--- src/hdl/rdc_cfg.svh ---
// Offsets, field positions and power-up values of the configuration bytes
`ifndef RDC_CFG_SVH
`define RDC_CFG_SVH

// Byte offsets
`define RDC_OFS_SECOND_PAIR   8'h0A
`define RDC_OFS_FIRST_PAIR    8'h0B
`define RDC_OFS_THRESH_CTRL   8'h0C
`define RDC_OFS_RSVD_FIRST    8'h0D
`define RDC_OFS_RSVD_LAST     8'h1F

// Power-up values
`define RDC_RST_SECOND_PAIR   8'hFC
`define RDC_RST_FIRST_PAIR    8'hFC
`define RDC_RST_THRESH_CTRL   8'h58

// Control byte field positions
`define RDC_THR_MSB           7
`define RDC_THR_LSB           6
`define RDC_HPD_EN_N_BIT      2
`define RDC_AUX_EN_N_BIT      1

// Threshold codes
`define RDC_THR_50MV          2'h0
`define RDC_THR_65MV          2'h1
`define RDC_THR_80MV          2'h2
`define RDC_THR_95MV          2'h3

// Serial port
`define RDC_DEV_ADDR_DEFAULT  7'h2A
`define RDC_BITS_PER_BYTE     4'h8
`define RDC_READ_FILL         8'h00

`endif

--- src/hdl/rdc_pkg.sv ---
// Types shared by the configuration byte bank
package rdc_pkg;

  typedef struct packed {
    logic [1:0] signal_detect_threshold;
    logic       rsvd5;
    logic       rsvd4;
    logic       rsvd3;
    logic       hotplug_pin_enable_n;
    logic       aux_mux_enable_n;
    logic       rsvd0;
  } rdc_ctrl_type;

  typedef enum logic [2:0] {
    RDC_IDLE,
    RDC_ADDR,
    RDC_ADDR_ACK,
    RDC_WDATA,
    RDC_WACK,
    RDC_RDATA,
    RDC_RACK
  } rdc_state_type;

endpackage

--- src/hdl/rdc_cfg_byte.sv ---
// One read/write configuration byte with its own power-up value
`timescale 1ns/1ns
module rdc_cfg_byte #(
  parameter logic [7:0] RESET_VAL = 8'h00
) (
  // Clock and reset
  input  wire logic       mclk,
  input  wire logic       rst_b,
  // Write port
  input  wire logic       wr_en,
  input  wire logic [7:0] wr_data,
  // Stored value
  output logic [7:0]      q
);

  always_ff @(posedge mclk or negedge rst_b) begin
    if (!rst_b) begin
      q <= RESET_VAL;
    end else if (wr_en) begin
      q <= wr_data;
    end
  end

endmodule

--- src/hdl/rdc_regs.sv ---
// Serial slave port and upper configuration bytes of the redriver
`timescale 1ns/1ns
`include "rdc_cfg.svh"

module rdc_regs
  import rdc_pkg::*;
#(
  parameter logic [6:0] DEV_ADDR = `RDC_DEV_ADDR_DEFAULT
) (
  // Clock and reset
  input  wire logic   mclk,
  input  wire logic   rst_b,
  // Serial port
  input  wire logic   scl,
  input  wire logic   sda_in,
  output logic        sda_out,
  output logic        sda_oe,
  // Hot-plug pin
  input  wire logic   hotplug_input_pin,
  output logic        hotplug_level,
  // Configuration outputs
  output logic [7:0]  second_connector_pair,
  output logic [7:0]  first_connector_pair,
  output rdc_ctrl_type ctrl,
  output logic        aux_mux_enable
);

  logic          scl_q;
  logic          sda_q;
  logic          scl_rise;
  logic          scl_fall;
  logic          start_det;
  logic          stop_det;
  rdc_state_type state_r;
  logic [3:0]    bit_cnt_r;
  logic [7:0]    rx_r;
  logic [7:0]    tx_r;
  logic [7:0]    ptr_r;
  logic          rw_r;
  logic          first_r;
  logic          nack_r;
  logic [7:0]    rd_byte;
  logic [7:0]    ctrl_q;
  logic          byte_done;
  logic          wr_strobe;
  logic          wr_second;
  logic          wr_first;
  logic          wr_ctrl;

  // Line edge and bus condition detection
  always_ff @(posedge mclk or negedge rst_b) begin
    if (!rst_b) begin
      scl_q <= 1'b1;
      sda_q <= 1'b1;
    end else begin
      scl_q <= scl;
      sda_q <= sda_in;
    end
  end

  assign scl_rise  = scl & ~scl_q;
  assign scl_fall  = ~scl & scl_q;
  assign start_det = scl & scl_q & sda_q & ~sda_in;
  assign stop_det  = scl & scl_q & ~sda_q & sda_in;
  assign byte_done = scl_fall && (bit_cnt_r == `RDC_BITS_PER_BYTE);

  // Read data selection
  always_comb begin
    if (ptr_r == `RDC_OFS_SECOND_PAIR) begin
      rd_byte = second_connector_pair;
    end else if (ptr_r == `RDC_OFS_FIRST_PAIR) begin
      rd_byte = first_connector_pair;
    end else if (ptr_r == `RDC_OFS_THRESH_CTRL) begin
      rd_byte = ctrl_q;
    end else begin
      rd_byte = `RDC_READ_FILL;
    end
  end

  // Byte write strobes
  assign wr_strobe = byte_done && (state_r == RDC_WDATA) && !first_r;
  assign wr_second = wr_strobe && (ptr_r == `RDC_OFS_SECOND_PAIR);
  assign wr_first  = wr_strobe && (ptr_r == `RDC_OFS_FIRST_PAIR);
  assign wr_ctrl   = wr_strobe && (ptr_r == `RDC_OFS_THRESH_CTRL);

  // Bit counter and receive shifter
  always_ff @(posedge mclk or negedge rst_b) begin
    if (!rst_b) begin
      bit_cnt_r <= 4'h0;
      rx_r      <= 8'h00;
    end else if (start_det) begin
      bit_cnt_r <= 4'h0;
    end else if (scl_rise && (state_r == RDC_ADDR || state_r == RDC_WDATA ||
                              state_r == RDC_RDATA)) begin
      bit_cnt_r <= bit_cnt_r + 4'h1;
      rx_r      <= {rx_r[6:0], sda_in};
    end else if (scl_fall && (state_r == RDC_ADDR_ACK || state_r == RDC_WACK ||
                              state_r == RDC_RACK)) begin
      bit_cnt_r <= 4'h0;
    end
  end

  // Master acknowledge capture during reads
  always_ff @(posedge mclk or negedge rst_b) begin
    if (!rst_b) begin
      nack_r <= 1'b0;
    end else if (scl_rise && state_r == RDC_RACK) begin
      nack_r <= sda_in;
    end
  end

  // Transfer sequencer
  always_ff @(posedge mclk or negedge rst_b) begin
    if (!rst_b) begin
      state_r <= RDC_IDLE;
      sda_oe  <= 1'b0;
      sda_out <= 1'b0;
      tx_r    <= 8'h00;
      ptr_r   <= 8'h00;
      rw_r    <= 1'b0;
      first_r <= 1'b0;
    end else begin
      sda_out <= 1'b0;
      if (start_det) begin
        state_r <= RDC_ADDR;
        sda_oe  <= 1'b0;
      end else if (stop_det) begin
        state_r <= RDC_IDLE;
        sda_oe  <= 1'b0;
      end else if (scl_fall) begin
        case (state_r)
          RDC_ADDR: begin
            if (byte_done) begin
              if (rx_r[7:1] == DEV_ADDR) begin
                rw_r    <= rx_r[0];
                sda_oe  <= 1'b1;
                state_r <= RDC_ADDR_ACK;
              end else begin
                state_r <= RDC_IDLE;
              end
            end
          end
          RDC_ADDR_ACK: begin
            if (rw_r) begin
              tx_r    <= rd_byte;
              sda_oe  <= ~rd_byte[7];
              ptr_r   <= ptr_r + 8'h01;
              state_r <= RDC_RDATA;
            end else begin
              sda_oe  <= 1'b0;
              first_r <= 1'b1;
              state_r <= RDC_WDATA;
            end
          end
          RDC_WDATA: begin
            if (byte_done) begin
              if (first_r) begin
                ptr_r <= rx_r;
              end else begin
                ptr_r <= ptr_r + 8'h01;
              end
              first_r <= 1'b0;
              sda_oe  <= 1'b1;
              state_r <= RDC_WACK;
            end
          end
          RDC_WACK: begin
            sda_oe  <= 1'b0;
            state_r <= RDC_WDATA;
          end
          RDC_RDATA: begin
            if (byte_done) begin
              sda_oe  <= 1'b0;
              state_r <= RDC_RACK;
            end else begin
              tx_r   <= {tx_r[6:0], 1'b0};
              sda_oe <= ~tx_r[6];
            end
          end
          RDC_RACK: begin
            if (nack_r) begin
              sda_oe  <= 1'b0;
              state_r <= RDC_IDLE;
            end else begin
              tx_r    <= rd_byte;
              sda_oe  <= ~rd_byte[7];
              ptr_r   <= ptr_r + 8'h01;
              state_r <= RDC_RDATA;
            end
          end
          default: begin
            sda_oe <= 1'b0;
          end
        endcase
      end
    end
  end

  // Configuration byte storage
  rdc_cfg_byte #(.RESET_VAL(`RDC_RST_SECOND_PAIR)) u_second_pair (
    .mclk    (mclk),
    .rst_b   (rst_b),
    .wr_en   (wr_second),
    .wr_data (rx_r),
    .q       (second_connector_pair)
  );

  rdc_cfg_byte #(.RESET_VAL(`RDC_RST_FIRST_PAIR)) u_first_pair (
    .mclk    (mclk),
    .rst_b   (rst_b),
    .wr_en   (wr_first),
    .wr_data (rx_r),
    .q       (first_connector_pair)
  );

  rdc_cfg_byte #(.RESET_VAL(`RDC_RST_THRESH_CTRL)) u_thresh_ctrl (
    .mclk    (mclk),
    .rst_b   (rst_b),
    .wr_en   (wr_ctrl),
    .wr_data (rx_r),
    .q       (ctrl_q)
  );

  assign ctrl = rdc_ctrl_type'(ctrl_q);

  // Hot-plug gating and multiplexer enable
  always_ff @(posedge mclk or negedge rst_b) begin
    if (!rst_b) begin
      hotplug_level  <= 1'b0;
      aux_mux_enable <= 1'b0;
    end else begin
      hotplug_level  <= ctrl_q[`RDC_HPD_EN_N_BIT] ? 1'b0 : hotplug_input_pin;
      aux_mux_enable <= ~ctrl_q[`RDC_AUX_EN_N_BIT];
    end
  end

endmodule

--- config.mk ---
export PLATFORM = sky130hd
export DESIGN_NAME = rdc_regs
export DESIGN_NICKNAME = d
export VERILOG_FILES = /design/src/hdl/rdc_pkg.sv /design/src/hdl/rdc_cfg_byte.sv /design/src/hdl/rdc_regs.sv
export VERILOG_INCLUDE_DIRS = /design/src /design/src/hdl
export SDC_FILE = /design/constraint.sdc
export NUM_CORES = 1
export LEC_CHECK = 0
export BUFFER_PORTS_ARGS = -buffer_cell sky130_fd_sc_hd__buf_2
export CAP_MARGIN = 20
export CORE_MARGIN = 3
export CORE_UTILIZATION = 30
export CTS_CLUSTER_SIZE = 40
export DETAILED_ROUTE_END_ITERATION = 10
export GPL_TIMING_DRIVEN = 0
export PLACE_DENSITY = 0.54
export SLEW_MARGIN = 30
export SYNTH_ARGS = -nofsm -noshare
export SYNTH_HDL_FRONTEND = slang
export SYNTH_HIERARCHICAL = 1
export SYNTH_SLANG_ARGS = --single-unit
--- constraint.sdc ---
create_clock -name mclk -period 5.8 [get_ports mclk]
set_clock_uncertainty 0.05 [all_clocks]
set_input_delay 0.29 -clock mclk [delete_from_list [all_inputs] [get_ports mclk]]
set_output_delay 0.29 -clock mclk [all_outputs]
set_load 0.05 [all_outputs]
==> impl.org, run 1 <==
** Status
- The run finished with clean final reports.

** Worst setup path
- Reg-to-reg critical path endpoint :: u_thresh_ctrl/q[2]
- Setup slack on the worst reg-to-reg path comes out at between 3000 and 4000 ps.
- Maximum fanout along the worst path :: 8
- Slowest stage delay, CP :: slightly below 600 ps
- STA classifies the critical path endpoint as a flop.
- Launching element of the worst setup path :: bit_cnt_r[0]
- Slowest cell on crit path :: sky130_fd_sc_hd__or4_1
- The startpoint identified for the worst register-to-register timing path is bit_cnt_r[0].
- Launching element type of the critical path :: flop
- Data on the critical path is required at its endpoint by roughly 6000 ps.
- Crit path arrival time :: roughly 2700 ps
- The worst register-to-register path has a depth of 8.
- Cell breakdown of the critical path :: inv_1 -> ha_1 -> and3b_1 -> nand2_1 -> or4_1 -> nor2b_1 -> buf_6 -> mux2_4
- CP Class :: reg2reg

** CTS
- Number of clock buffers inserted by TritonCTS :: 9
- Once the clock tree was built, the resizer swapped 0 gates to a different size.
- Clock latency of the later-clocked register in the worst-skew pair :: around 360 ps
- TritonCTS built the clock tree.
- The clock passes through at most 2 buffers.
- Clock-pin slew was measured on the worst setup and hold paths at roughly 70 ps.
- CTS HTree Levels :: 3
- Number of sinks driven by the clock tree :: 62
- In this run the clock root is driven by a sky130_fd_sc_hd__clkbuf_8.
- After clock tree synthesis, the flow added hold-fix buffers numbering 1.
- Buffers added to address setup during post-CTS repair amount to 0.

** Routing
- After detailed routing, the number of remaining DRC violations is 0.
- After detailed routing, the total wire length is roughly 7.8 mm.
- In the routed layout, each cell is associated on average with a via count of 5.175.
- The first routing iteration left 185 violations.
- WL/cell :: ~16 um
- The first TritonRoute pass finished after 4 iterations.
- The detailed router placed roughly 2500 vias in this run.
- Remaining antenna violation count :: 0

** STA
- Highest Clock Rate :: 0.4047 GHz
- Final Setup Violations :: 0
- The worst pin sits at a relative slew slack of 0.6468.
- Final TNS setup :: 0 ps
- Setup repair after global routing left no endpoint under its margin.
- Across all hold checks on the routed design, the worst slack comes to just over 40 ps.
- The number of slew-limit violations in the final report came to 0.
- Final Hold Viols :: 0
- Slew @ Worst Pin :: between 500 and 600 ps
- Of the available clock period, the critical path in the final layout requires 0.4260.
- The worst path in the final design needs a cycle of 2471 ps, including I/O delays and setup.

** Pwr
- Power share of the combinational group :: 0.290
- VDD sags by at most 0.0001157 V.
- For this design the total switching power over the nets is about 0.00059 W.
- Clock share of power :: 0.308
- Total power per unit cell area :: slightly above 400 nW/um^2
- Sequential share of power :: 0.402
- Net switching share of the total power :: 0.3653
- After layout, the design draws a total of 0.001604 W.
- In this run the static leakage power is approximately 1.7 nW.
- The internal portion of the total power is slightly above 0.001 W.

** Final layout
- The area growth from synthesis to layout is 18.78%.
- At the end of the flow, the number of nets in the layout was 350.
- The repair_antennas step left the layout with diodes totalling 0.
- In the final layout, the share of cells above drive strength 1 is 0.3188.
- After the flow finishes, the layout carries non-filler instances totaling approximately 480.
- Final core occ :: 0.3706

** Placed design
- Including well taps, the total number of placed cells is about 460.
- Detailed placement finished with a half-perimeter wire length of between 5 and 6 mm.
- Routability-driven placement finished with a final weighted congestion of 0.8732.
- Port bufs :: 31

** Hold path
- In this run the most critical hold path is launched from scl.
- Worst Hold Endpoint :: scl_q
- The min-delay analysis places its worst path in the category in2reg.
- Counting instances, the worst hold path has a depth of 1.

** Logic synthesis
- Post-Syn Area per Cell :: between 10 and 15 sq um
- Most instantiated flip-flop cell in the synthesis netlist :: sky130_fd_sc_hd__dfrtp_1
- Counting flops with an async set or reset pin after synthesis yields a share of 1.000.
- The mapped netlist covers about 3300 sq um.
- The Yosys step of the flow raised 6 warnings.
- After synthesis, the netlist uses 56 different library cells.
- Synthesized netlist cell count :: between 200 and 300
- Synthesized Nets :: roughly 310
- For this run, the register share of the synthesized area comes to 0.4818.
- The synthesized design contains 62 register bits.
- Number of synthesized flops with an enable pin :: 0

** Global route
- Entering global routing, the biggest net connects 39 pins.
- The number of antenna violations at the first check in global routing was 0.
- For this run, the total global-route usage over all layers was measured as 0.1392.
- Vias in the first global route :: about 2400
- Global-route wire length before repair :: between 10 and 15 mm
- Global routing finished with a remaining overflow of 0.

** Floorplan
- Total number of placement rows :: 37
- The die is ~110 um tall.
- From left edge to right edge, the die measures between 100 and 150 um.
- Num ports :: 33
- For this configuration, the core starts out at a cell density of 0.3120.
- In this run the standard cell core region covers ~10000 sq um.
- Area of the die :: 12170 sq um

** Job
- # Max-Cap Violations :: 0
==> power groups by stage <==
stage	Clock, W	Sequential [W]	Combinational (W)
final	0.000494	0.000644	0.000466
after global routing	0.000521	0.000662	0.000527
after CTS	0.000504	0.000643	0.000463
after detailed placement	0	0.000651	0.000461
after global placement	0	0.000649	0.000451
after floorplan	0	0.000619	0.000344
==> state kept, by name, indices dropped and copies added, names as in the netlist <==
register	count
tx_r	7
first_r	1
bit_cnt_r	4
u_second_pair/q	8
u_first_pair/q	8
hotplug_level	1
ptr_r	8
rw_r	1
sda_q	1
aux_mux_enable	1
u_thresh_ctrl/q	8
rx_r	8
scl_q	1
nack_r	1
sda_oe	1
state_r	3
==> per-stage QoR <==
step	setup WS [ps]	cell area [sq um]
after floorplan	3560	3264
after global placement	3366	3590
after detailed placement	3316	3612
after CTS	3308	3877
after global routing	3205	3877
final	3329	3877
==> cell type report <==
cell class | instances | area (sq um)
plain buffers | 20 | 120.1
clock buffers | 11 | 151.4
clock inverters | 5 | 103.9
fillers | 1042 | 6585
inverters | 8 | 30.03
multi-input cells | 206 | 1541
flip-flops and latches | 62 | 1573
well taps | 136 | 170.2
repair buffers | 33 | 187.7
==> logic make-up after synthesis <==
kind of cell | synth area share
AO/OA/AOI/OAI | 0.1522
AND/OR/NAND/NOR | 0.1464
XOR/XNOR | 0.005367
multiplexers | 0.1479
flip-flops | 0.4818
adder cells (fa/ha/maj) | 0.01916
buffers and inverters | 0.04599
other | 0.001149
==> metal layers <==
metal,track usage,part of all wire,vias up
met5,0,0,-
met4,0.07564,0.031,0
met3,0.02621,0.041,22
met2,0.2236,0.47,68
met1,0.1769,0.46,1218
li1,-,-,1181
==> how the worst max path moves through the flow <==
stage,to,slack (ps),depth (start not counted)
2_1_floorplan,u_thresh_ctrl/q[0],3560,8
3_3_place_gp,u_thresh_ctrl/q[0],3370,6
3_5_place_dp,u_thresh_ctrl/q[7],3320,8
4_1_cts,u_thresh_ctrl/q[2],3310,8
5_1_grt,u_first_pair/q[1],3200,8
6_report,u_thresh_ctrl/q[2],3330,8
==> cells in the mapped netlist (all sizes together) (2+ instances only) <==
library cell	n	share of area
dfstp	17	0.14
mux2	34	0.14
ha	5	0.019
dfrtp	45	0.34
nand3b	4	0.0092
a211oi	4	0.0092
nand3	8	0.012
nand4b	2	0.0054
a31oi	5	0.0096
a22oi	2	0.0046
a221o	5	0.015
buf	12	0.028
and3	3	0.0057
clkbuf	8	0.0092
a311oi	2	0.0054
nand2	28	0.032
o21ai	12	0.018
nor2b	6	0.011
nand4	4	0.0077
a21oi	26	0.040
nor2	9	0.010
o22ai	4	0.0077
inv	8	0.0092
or4	2	0.0057
o31ai	7	0.019
and3b	5	0.013
nand2b	3	0.0057
nor3	5	0.0077
==> cell usage in the layout (no fill, tap or decap), drive strengths merged, types with 3 or more instances in the layout <==
cell,Yosys,layout
nor2b,6,6
and3b,5,5
mux2,34,34
buf,12,44
nand4,4,4
nand2,28,28
nor2,9,9
a31oi,5,5
bufinv,0,3
nand3b,4,4
nor3,5,5
dfrtp,45,45
o22ai,4,4
clkbuf,8,19
a211oi,4,4
a21oi,26,26
nand2b,3,3
a221o,5,5
and3,3,3
o31ai,7,7
ha,5,5
o21ai,12,12
inv,8,9
nand3,8,8
dfstp,17,17
==> critical path: cells and delay by family (launching register included) <==
family	cells	cell delay, ps
fa+ha+maj	1	180
mux	1	310
simple gates	4	1110
flops	1	410
buf+inv	2	300
Power figures use the tool's default switching activity.
==> inputs of run 2 (changes only) <==
--- a/config.mk
+++ b/config.mk
@@ -13,7 +13,7 @@
 export CTS_CLUSTER_SIZE = 40
 export DETAILED_ROUTE_END_ITERATION = 10
 export GPL_TIMING_DRIVEN = 0
-export PLACE_DENSITY = 0.54
+export PLACE_DENSITY = 0.56
 export SLEW_MARGIN = 30
 export SYNTH_ARGS = -nofsm -noshare
 export SYNTH_HDL_FRONTEND = slang
==> constraint.sdc (replaced) <==
create_clock -name mclk -period 2.2 [get_ports mclk]
set_clock_uncertainty 0.05 [all_clocks]
set_input_delay 0.11 -clock mclk [delete_from_list [all_inputs] [get_ports mclk]]
set_output_delay 0.11 -clock mclk [all_outputs]
set_load 0.05 [all_outputs]
==> run 2 against run 1 <==
  * The run now ends with setup timing left
  * Core utilization is 1.2 points higher
  * Count of clock-buffer cells in the layout is 2 lower
  * Routed wire length is 4.5% higher
  * Critical endpoint is now u_thresh_ctrl/q[7]
  * Highest routed layer unchanged
==> impl.org, run 2 (same netlist as run 1, synthesis figures left out) <==
** Placed design
- The number of buffer cells added on primary ports is 31 (unchanged).
- DP HPWL :: 5.638 mm (was 5.546 mm)
- The weighted congestion at the end of routability-driven global placement was 0.8446 (was 0.8732).

** STA
- The pin slew with the least headroom to its limit is 500.7 ps (was 516.5 ps).
- Fraction of the cycle the final worst path needs :: 1.022 (was 0.4260)
- The worst slack on hold paths came to 206.8 ps (was 40.28 ps).
- Highest Clock Rate :: 0.4446 GHz (was 0.4047 GHz)
- Unrepaired setup endpoints after global routing: true (was false).
- The relative slew slack is 0.6650 (was 0.6468).
- The clock period minus worst slack was 2249 ps (was 2471 ps).
- Worst Slack Setup Final :: -49.01 ps (was 3329 ps)
- The number of slew-limit violations in the final report was 0 (unchanged).
- Final Setup Violations :: 7 (was 0)
- Final Hold Viols :: 0 (unchanged)

** Routing
- The detailed-route wire length is 8.180 mm (was 7.825 mm).
- The number of design rule violations left after detail routing came to 0 (unchanged).
- The uppermost signal routing layer after detailed routing is met4 (unchanged).
- The detailed-routed wire length on met2 was 3.966 mm (was 3.656 mm).
- WL/cell :: 16.53 um (was 16.27 um)
- Count of TritonRoute iterations in the first routing pass :: 4 (unchanged)
- The post-detailed-route count of antenna-violating nets came to 0 (unchanged).
- The met3 layer wire length in the routed design was 311 um (was 318 um).
- First-iteration detailed-routing DRC count :: 136 (was 185)
- The met1 routed wirelength after detailed routing is 3.806 mm (was 3.610 mm).
- The per-cell via count in the routed design was 5.103 (was 5.175).
- The total vias in the final route came to 2526 (was 2489).

** CTS
- The later-pin clock latency in the skew report is 340 ps (was 360 ps).
- Clock tree from TritonCTS :: built (unchanged)
- Number of clock buffers inserted by TritonCTS :: 9 (unchanged)
- The number of levels the H-tree was split into is 3 (unchanged).
- Number of buffers on the longest clock path :: 2 (unchanged)
- Number of sinks driven by the clock tree :: 62 (unchanged)
- The clock input transition at the sequential cells of the worst setup and hold paths was 80 ps (was 70 ps).
- The root cell of the clock tree is sky130_fd_sc_hd__clkbuf_8 (unchanged).

** Final layout
- Antenna diode count :: 0 (unchanged)
- Final core occ :: 0.3827 (was 0.3706)
- Commonest cells after routing, fill and taps aside :: 45 x sky130_fd_sc_hd__dfrtp_1, 36 x sky130_fd_sc_hd__buf_2, 27 x sky130_fd_sc_hd__nand2_1 (was 45 x sky130_fd_sc_hd__dfrtp_1, 36 x sky130_fd_sc_hd__buf_2, 28 x sky130_fd_sc_hd__nand2_1)
- Fill cells :: 1030 (was 1042)
- The net count reported at finish was 364 (was 350).
- The area growth from synthesis to layout is 22.65% (was 18.78%).
- The share of final-layout standard cells stronger than drive strength 1 came to 0.3788 (was 0.3188).
- Leading cell type in the layout, fill and taps excluded :: sky130_fd_sc_hd__dfrtp_1 (unchanged)

** Global route
- The first-pass GRT wire length came to 13.43 mm (was 12.70 mm).
- Vias in the first global route :: 2518 (was 2417)
- Grt total ovfl :: 0 (unchanged)
- Total global routing track utilization :: 0.1421 (was 0.1392)
- The number of antenna violations at the first check in global routing was 0 (unchanged).
- Pin count of the biggest net entering global routing :: 34 (was 39)

** Floorplan
- Area of the die :: 12170 sq um (unchanged)
- Die width :: 110.3 um (unchanged)
- Total number of placement rows :: 37 (unchanged)
- Die height :: 110.3 um (unchanged)
- Initial cell density of the core :: 0.3120 (unchanged)
- The area of the core is 10460 sq um (unchanged).
- Num ports :: 33 (unchanged)

** Worst setup path
- The worst flop-to-flop path endpoint is u_thresh_ctrl/q[7] (was u_thresh_ctrl/q[2]).
- Endpoint kind of the worst setup timing path :: flop (unchanged)
- The arrival time of the worst setup path is 2420 ps (was 2660 ps).
- The number of cells on the worst reg-to-reg path came to 8 (unchanged).
- The data required time of the worst path is 2370 ps (was 5990 ps).
- Worst setup path endpoint :: u_thresh_ctrl/q[7] (was u_thresh_ctrl/q[2])
- The setup slack of the most critical reg-to-reg path came to -50 ps (was 3330 ps).
- Maximum fanout along the worst path :: 8 (unchanged)
- Origin of the critical flop-to-flop path :: bit_cnt_r[1] (was bit_cnt_r[0])
- Launching element type of the critical path :: flop (unchanged)
- Launching element of the worst setup path :: bit_cnt_r[1] (was bit_cnt_r[0])
- The type of the worst setup path was reg2reg (unchanged).

** Pwr
- Net switching power figure :: 0.001613 W (was 0.0005857 W)
- Power share of the combinational group :: 0.335 (was 0.290)
- The cell leakage power came to 1.780 nW (was 1.732 nW).
- Net switching share of the total power :: 0.3933 (was 0.3653)
- The cell-internal power is 0.002488 W (was 0.001018 W).
- The worst vdd rail ir drop is 0.0003460 V (was 0.0001157 V).
- Total power per unit cell area :: 1024 nW/um^2 (was 413.6 nW/um^2)
- The relative contribution of the clock network to total power came to 0.247 (was 0.308).
- The proportion of power drawn by flip-flops and latches is 0.418 (was 0.402).

** Job
- The max-capacitance violation count was 0 (unchanged).

** Status
- Outcome: complete, but fails checks (was complete, no violations).
- The final reports fail on setup timing.

** Hold path
- Worst min-delay path category :: in2async (was in2reg)
==> run 2: cell types whose count changed in the layout (fill, tap and decap cells not counted), moves of 3 or more <==
cell and change:
sky130_fd_sc_hd__buf_4 +12, sky130_fd_sc_hd__clkinvlp_4 +3, sky130_fd_sc_hd__dlygate4sd3_1 +3, sky130_fd_sc_hd__nor2b_1 -3
==> run 2: timing repair <==
item / 4_1_cts / 5_1_grt
setup endpoints to repair: 25 / 26
endpoints found under the hold margin: 35 / 0
hold buffers: 4 / 0
buffers inserted: 9 / 3
gates resized for setup: 8 / 10
pin swaps: 4 / 3
==> run 2: how the worst min path moves through the flow <==
stage | to | slack [ps] | cells after the start
2_1_floorplan | aux_mux_enable | -240 | 0
3_3_place_gp | scl_q | 220 | 1
3_5_place_dp | hotplug_level | 30 | 1
4_1_cts | hotplug_level | 210 | 2
5_1_grt | u_second_pair/q[1] | 240 | 2
6_report | u_second_pair/q[1] | 210 | 2
==> run 2: critical path, stage by stage (launching register included) <==
cell	delay [ps]
sky130_fd_sc_hd__dfrtp_1	400
sky130_fd_sc_hd__inv_2	90
sky130_fd_sc_hd__ha_4	130
sky130_fd_sc_hd__and3b_2	200
sky130_fd_sc_hd__nand2_2	60
sky130_fd_sc_hd__or4_4	560
sky130_fd_sc_hd__nor2b_2	140
sky130_fd_sc_hd__buf_6	180
sky130_fd_sc_hd__mux2_4	310
==> run 2: layer usage <==
metal	global-route usage	up-vias
met3	0.03203	10
met2	0.2361	56
met5	0	-
met1	0.1865	1263
met4	0.03870	0
li1	-	1197
==> run 2: layout make-up <==
type,instances,area (sq um),share of cell area
Inverter,8,30.03,0.007500
Tap cell,136,170.2,0.04250
Multi-Input combinational cell,206,1599,0.3994
Buffer,19,125.1,0.03125
Clock buffer,9,123.9,0.03094
Clock inverter,7,75.07,0.01875
Sequential cell,62,1573,0.3928
Timing Repair Buffer,48,307.8,0.07687
==> run 2: power by group through the flow <==
stage,Combinational [W],Sequential (W),Clock [W]
global placement,0.00119,0.00171,0
global route,0.00152,0.00175,0.00110
finish,0.00137,0.00171,0.00101
floorplan,0.000910,0.00163,0
CTS,0.00135,0.00170,0.00103
detailed placement,0.00122,0.00172,0
==> run 2: metrics by stage <==
step / total power (W) / area [sq um] / setup slack (ps) / setup TNS (ps) / instances
floorplan: 0.002543 / 3272 / 4.221 / 0 / 296
global placement: 0.002902 / 3597 / -167.1 / -3138 / 463
CTS: 0.004077 / 3954 / -10.74 / -50.76 / 493
finish: 0.004100 / 4004 / -49.01 / -247.1 / 495
detailed placement: 0.002945 / 3620 / -186.8 / -3683 / 464
global route: 0.004372 / 4004 / -123.8 / -1289 / 495
==> inputs of run 3 (changes only) <==
--- a/config.mk
+++ b/config.mk
@@ -6,6 +6,7 @@
 export SDC_FILE = /design/constraint.sdc
 export NUM_CORES = 1
 export LEC_CHECK = 0
+export ABC_AREA = 1
 export BUFFER_PORTS_ARGS = -buffer_cell sky130_fd_sc_hd__buf_2
 export CAP_MARGIN = 20
 export CORE_MARGIN = 3
==> run 3 against run 2 <==
  * The run now ends clean
  * Via count increased by 16%
  * Cell area shrank 0.81%
  * Synthesized area increased by 2.6%
  * Final cell count is 29% higher
  * First-iteration DRC count rose by 85%
  * Flip-flop and latch count unchanged
  * Core utilization decreased by 0.81 points
  * Register-to-register slack improved by 260 ps
  * Count of clock-buffer cells in the layout increased by 3
  * Die area up 2.5%
  * Sequential power shrank 19%
  * Total power is 32% lower
==> impl.org, run 3 <==
** Status
- Outcome: complete, no violations (was complete, but fails checks).

** CTS
- Clock latency of the later-clocked register in the worst-skew pair :: 350 ps (was 340 ps)
- Cell chosen for the clock root :: sky130_fd_sc_hd__clkbuf_8 (unchanged)
- The number of levels the H-tree was split into came to 3 (unchanged).
- Number of buffers on the longest clock path :: 2 (unchanged)
- Number of buffers inserted for hold repair after clock tree synthesis :: 4 (unchanged)
- Resize count post-CTS :: 0 (was 8)
- Number of clock buffers inserted by TritonCTS :: 9 (unchanged)
- Clock tree from TritonCTS :: built (unchanged)
- The post-CTS setup repair buffer count is 0 (was 9).
- Number of sinks driven by the clock tree :: 62 (unchanged)
- Clock-pin slew on the worst setup and hold paths :: 70 ps (was 80 ps)

** Routing
- First-iteration detailed-routing DRC count :: 252 (was 136)
- The post-detailed-route count of antenna-violating nets is 0 (unchanged).
- The number of design rule violations left after detail routing is 0 (unchanged).
- The length of the first detailed-routing pass in iterations was 5 (was 4).
- The detailed-route wire length was 8.054 mm (was 8.180 mm).
- Via count normalized by instance count :: 4.574 (was 5.103)
- The total vias in the final route is 2918 (was 2526).
- The average wire length per cell after detail routing came to 12.62 um (was 16.53 um).

** Worst setup path
- The highest fanout seen on the critical path is 9 (was 8).
- Crit path arrival time :: 2170 ps (was 2420 ps)
- FF-to-FF setup slack :: 210 ps (was -50 ps)
- Reg-to-reg critical path endpoint :: u_second_pair/q[0] (was u_thresh_ctrl/q[7])
- Worst Reg-to-Reg Cells :: 10 (was 8)
- Endpoint kind of the worst setup timing path :: flop (unchanged)
- CP Data Required Time :: 2380 ps (was 2370 ps)
- Launching element type of the critical path :: flop (unchanged)
- CP Class :: reg2reg (unchanged)
- The reg-to-reg critical path startpoint was ptr_r[0] (was bit_cnt_r[1]).

** Logic synthesis
- The post-synthesis sequential element count came to 62 (unchanged).
- Async S/R FF share, synth :: 1.000 (unchanged)
- Cell type with the largest total area after synthesis :: sky130_fd_sc_hd__dfrtp_1 (unchanged)
- The warning count from the yosys run came to 6 (unchanged).
- The number of cells produced by synthesis is 450 (was 296).
- Cell area after synthesis :: 3351 sq um (was 3264 sq um)
- Most area-consuming cells after synthesis: sky130_fd_sc_hd__dfrtp_1 34%, sky130_fd_sc_hd__nand2_1 20%, sky130_fd_sc_hd__dfstp_2 13%, sky130_fd_sc_hd__nand3_1 4.5%, sky130_fd_sc_hd__inv_1 4.4% (was sky130_fd_sc_hd__dfrtp_1 34%, sky130_fd_sc_hd__dfstp_2 14%, sky130_fd_sc_hd__mux2_4 11%, sky130_fd_sc_hd__a21oi_1 4.0%, sky130_fd_sc_hd__nand2_1 3.2%).
- The number of unique standard cell types used by synthesis was 27 (was 56).
- The number of synthesized flops with an enable pin came to 0 (unchanged).
- The share of the synthesized area in the top cell type is 0.3361 (was 0.3450).
- The most frequently used cell type in the post-synthesis netlist was sky130_fd_sc_hd__nand2_1 (was sky130_fd_sc_hd__dfrtp_1).
- Post-Syn Area per Cell :: 7.446 sq um (was 11.03 sq um)
- The sequential fraction of the synthesis area was 0.4694 (was 0.4818).
- Leading post-synthesis cells by instance count :: 178 x sky130_fd_sc_hd__nand2_1, 45 x sky130_fd_sc_hd__dfrtp_1, 39 x sky130_fd_sc_hd__inv_1, 31 x sky130_fd_sc_hd__nor2_1, 30 x sky130_fd_sc_hd__nand3_1 (was 45 x sky130_fd_sc_hd__dfrtp_1, 28 x sky130_fd_sc_hd__nand2_1, 26 x sky130_fd_sc_hd__a21oi_1, 24 x sky130_fd_sc_hd__mux2_4, 17 x sky130_fd_sc_hd__dfstp_2)
- Synthesized Nets :: 460 (was 306)
- The main flop type after synthesis is sky130_fd_sc_hd__dfrtp_1 (unchanged).

** Final layout
- The share of final-layout standard cells stronger than drive strength 1 is 0.2032 (was 0.3788).
- Final core occ :: 0.3746 (was 0.3827)
- Fill cells :: 1111 (was 1030)
- Commonest cells after routing, fill and taps aside :: 178 x sky130_fd_sc_hd__nand2_1, 45 x sky130_fd_sc_hd__dfrtp_1, 39 x sky130_fd_sc_hd__inv_1 (was 45 x sky130_fd_sc_hd__dfrtp_1, 36 x sky130_fd_sc_hd__buf_2, 27 x sky130_fd_sc_hd__nand2_1)
- The most common cell after layout, fill and taps aside was sky130_fd_sc_hd__nand2_1 (was sky130_fd_sc_hd__dfrtp_1).
- The area taken by multi-input logic gates was 1496 sq um (was 1599 sq um).
- The count of antenna diodes in the layout came to 0 (unchanged).
- Area Growth Syn to Fin :: 18.52% (was 22.65%)
- Area of all sequential standard cells :: 1573 sq um (unchanged)
- The net count reported at finish is 507 (was 364).
- Count of non-filler cells in the finished layout :: 638 (was 495)

** Placed design
- The post-DP HPWL came to 5.951 mm (was 5.638 mm).
- The worst setup slack before clock tree synthesis is 223.4 ps (was -186.8 ps).
- RD Place Congestion :: 0.8016 (was 0.8446)
- Number of placed instances, taps included :: 618 (was 464)
- The number of buffer cells added on primary ports came to 31 (unchanged).

** STA
- Slew Limit Fails :: 0 (unchanged)
- Fraction of the cycle the final worst path needs :: 0.9029 (was 1.022)
- The clock period minus worst slack was 1986 ps (was 2249 ps).
- Worst Slack Setup Final :: 213.6 ps (was -49.01 ps)
- Unrepaired setup endpoints after global routing: false (was true).
- Final Setup Violations :: 0 (was 7)
- The setup total negative slack is 0 ps (was -247.1 ps).
- The final number of hold-violating endpoints was 0 (unchanged).
- Highest Clock Rate :: 0.5034 GHz (was 0.4446 GHz)

** Floorplan
- The height of the chip came to 111.7 um (was 110.3 um).
- The die extent in x was 111.7 um (was 110.3 um).
- Area of the die :: 12470 sq um (was 12170 sq um)
- The starting utilization of the core area was 0.3161 (was 0.3120).
- Placeable core region :: 10600 sq um (was 10460 sq um)
- The top-level port count came to 33 (unchanged).
- Total number of placement rows :: 37 (unchanged)

** Job
- # Max-Cap Violations :: 0 (unchanged)

** Pwr
- Total power per unit cell area :: 705.6 nW/um^2 (was 1024 nW/um^2)
- Final Total Pwr :: 0.002802 W (was 0.004100 W)
- Static power due to leakage :: 2.107 nW (was 1.780 nW)
- Worst voltage drop across the vdd grid :: 0.0003071 V (was 0.0003460 V)

** Global route
- Global-route wire length before repair :: 13.57 mm (was 13.43 mm)
- The number of antenna violations at the first check in global routing was 0 (unchanged).
- The total global-route track usage came to 0.1352 (was 0.1421).
- The pin count of the biggest net entering global routing came to 49 (was 34).
- Vias in the first global route :: 2720 (was 2518)
- Grt total ovfl :: 0 (unchanged)

** Hold path
- The path category of the worst min-delay check was in2async (unchanged).
==> run 3: cell count changes after synthesis, moves of 8 or more <==
cell / delta
sky130_fd_sc_hd__mux2_4: -24
sky130_fd_sc_hd__o21ai_0: +16
sky130_fd_sc_hd__nand2_1: +150
sky130_fd_sc_hd__inv_1: +31
sky130_fd_sc_hd__clkbuf_1: -8
sky130_fd_sc_hd__nand2_2: +9
sky130_fd_sc_hd__nand3_1: +22
sky130_fd_sc_hd__nor2_1: +22
sky130_fd_sc_hd__a21oi_1: -8
sky130_fd_sc_hd__inv_2: +9
==> run 3: logic make-up after synthesis <==
family | count (synthesis) | share of synthesized area
XOR/XNOR | 2 | 0.005229
other | 1 | 0.001119
adder cells (fa/ha/maj) | 5 | 0.01867
AO/OA/AOI/OAI | 52 | 0.08029
AND/OR/NAND/NOR | 269 | 0.3413
flip-flops | 62 | 0.4694
buffers and inverters | 59 | 0.08402
==> run 3: critical path: stages, from the launching register on <==
cell and delay, ps:
sky130_fd_sc_hd__dfrtp_1 410, sky130_fd_sc_hd__inv_1 130, sky130_fd_sc_hd__ha_1 160, sky130_fd_sc_hd__nand3_1 90
sky130_fd_sc_hd__nor2_2 380, sky130_fd_sc_hd__inv_2 170, sky130_fd_sc_hd__nor2_1 160, sky130_fd_sc_hd__buf_6 150
sky130_fd_sc_hd__inv_2 80, sky130_fd_sc_hd__nand2_1 60, sky130_fd_sc_hd__nand2_1 50
==> run 3: where the power goes <==
| part | switching [W] | internal [W] |
|---|---|---|
| clock network | 0.000456 | 0.000697 |
| logic | 0.000171 | 0.0000849 |
| registers | 0.000164 | 0.00123 |
| total | 0.000791 | 0.00201 |
==> run 3: layer usage <==
metal | vias up | global-route usage | part of all wire
met5 | - | 0 | 0
met4 | 0 | 0.05109 | 0.017
met3 | 10 | 0.02609 | 0.037
met2 | 45 | 0.2102 | 0.45
met1 | 1355 | 0.1863 | 0.49
li1 | 1508 | - | -
==> run 3: area by class of cell <==
type	count	share of cell area
Inverter	48	0.04537
Multi-Input combinational cell	329	0.3768
Timing Repair Buffer	36	0.05671
Sequential cell	62	0.3960
Tap cell	136	0.04285
Buffer	11	0.02552
Clock inverter	4	0.01764
Clock buffer	12	0.03907
==> run 3: per-stage QoR <==
step	hold slack (ps)	instance area (sq um)
floorplan	-235.6	3351
global placement	197.2	3676
detailed placement	-58.55	3706
CTS	107.7	3971
global route	131.8	3971
finish	122.3	3971
==> run 3: worst max path at each step <==
stage | start | end | slack [ps]
floorplan | ptr_r[0] | u_second_pair/q[0] | 520
global placement | ptr_r[0] | u_second_pair/q[1] | 260
detailed placement | ptr_r[0] | u_second_pair/q[0] | 220
CTS | ptr_r[0] | u_second_pair/q[0] | 200
global route | bit_cnt_r[1] | u_thresh_ctrl/q[2] | 10
finish | ptr_r[0] | u_second_pair/q[0] | 210
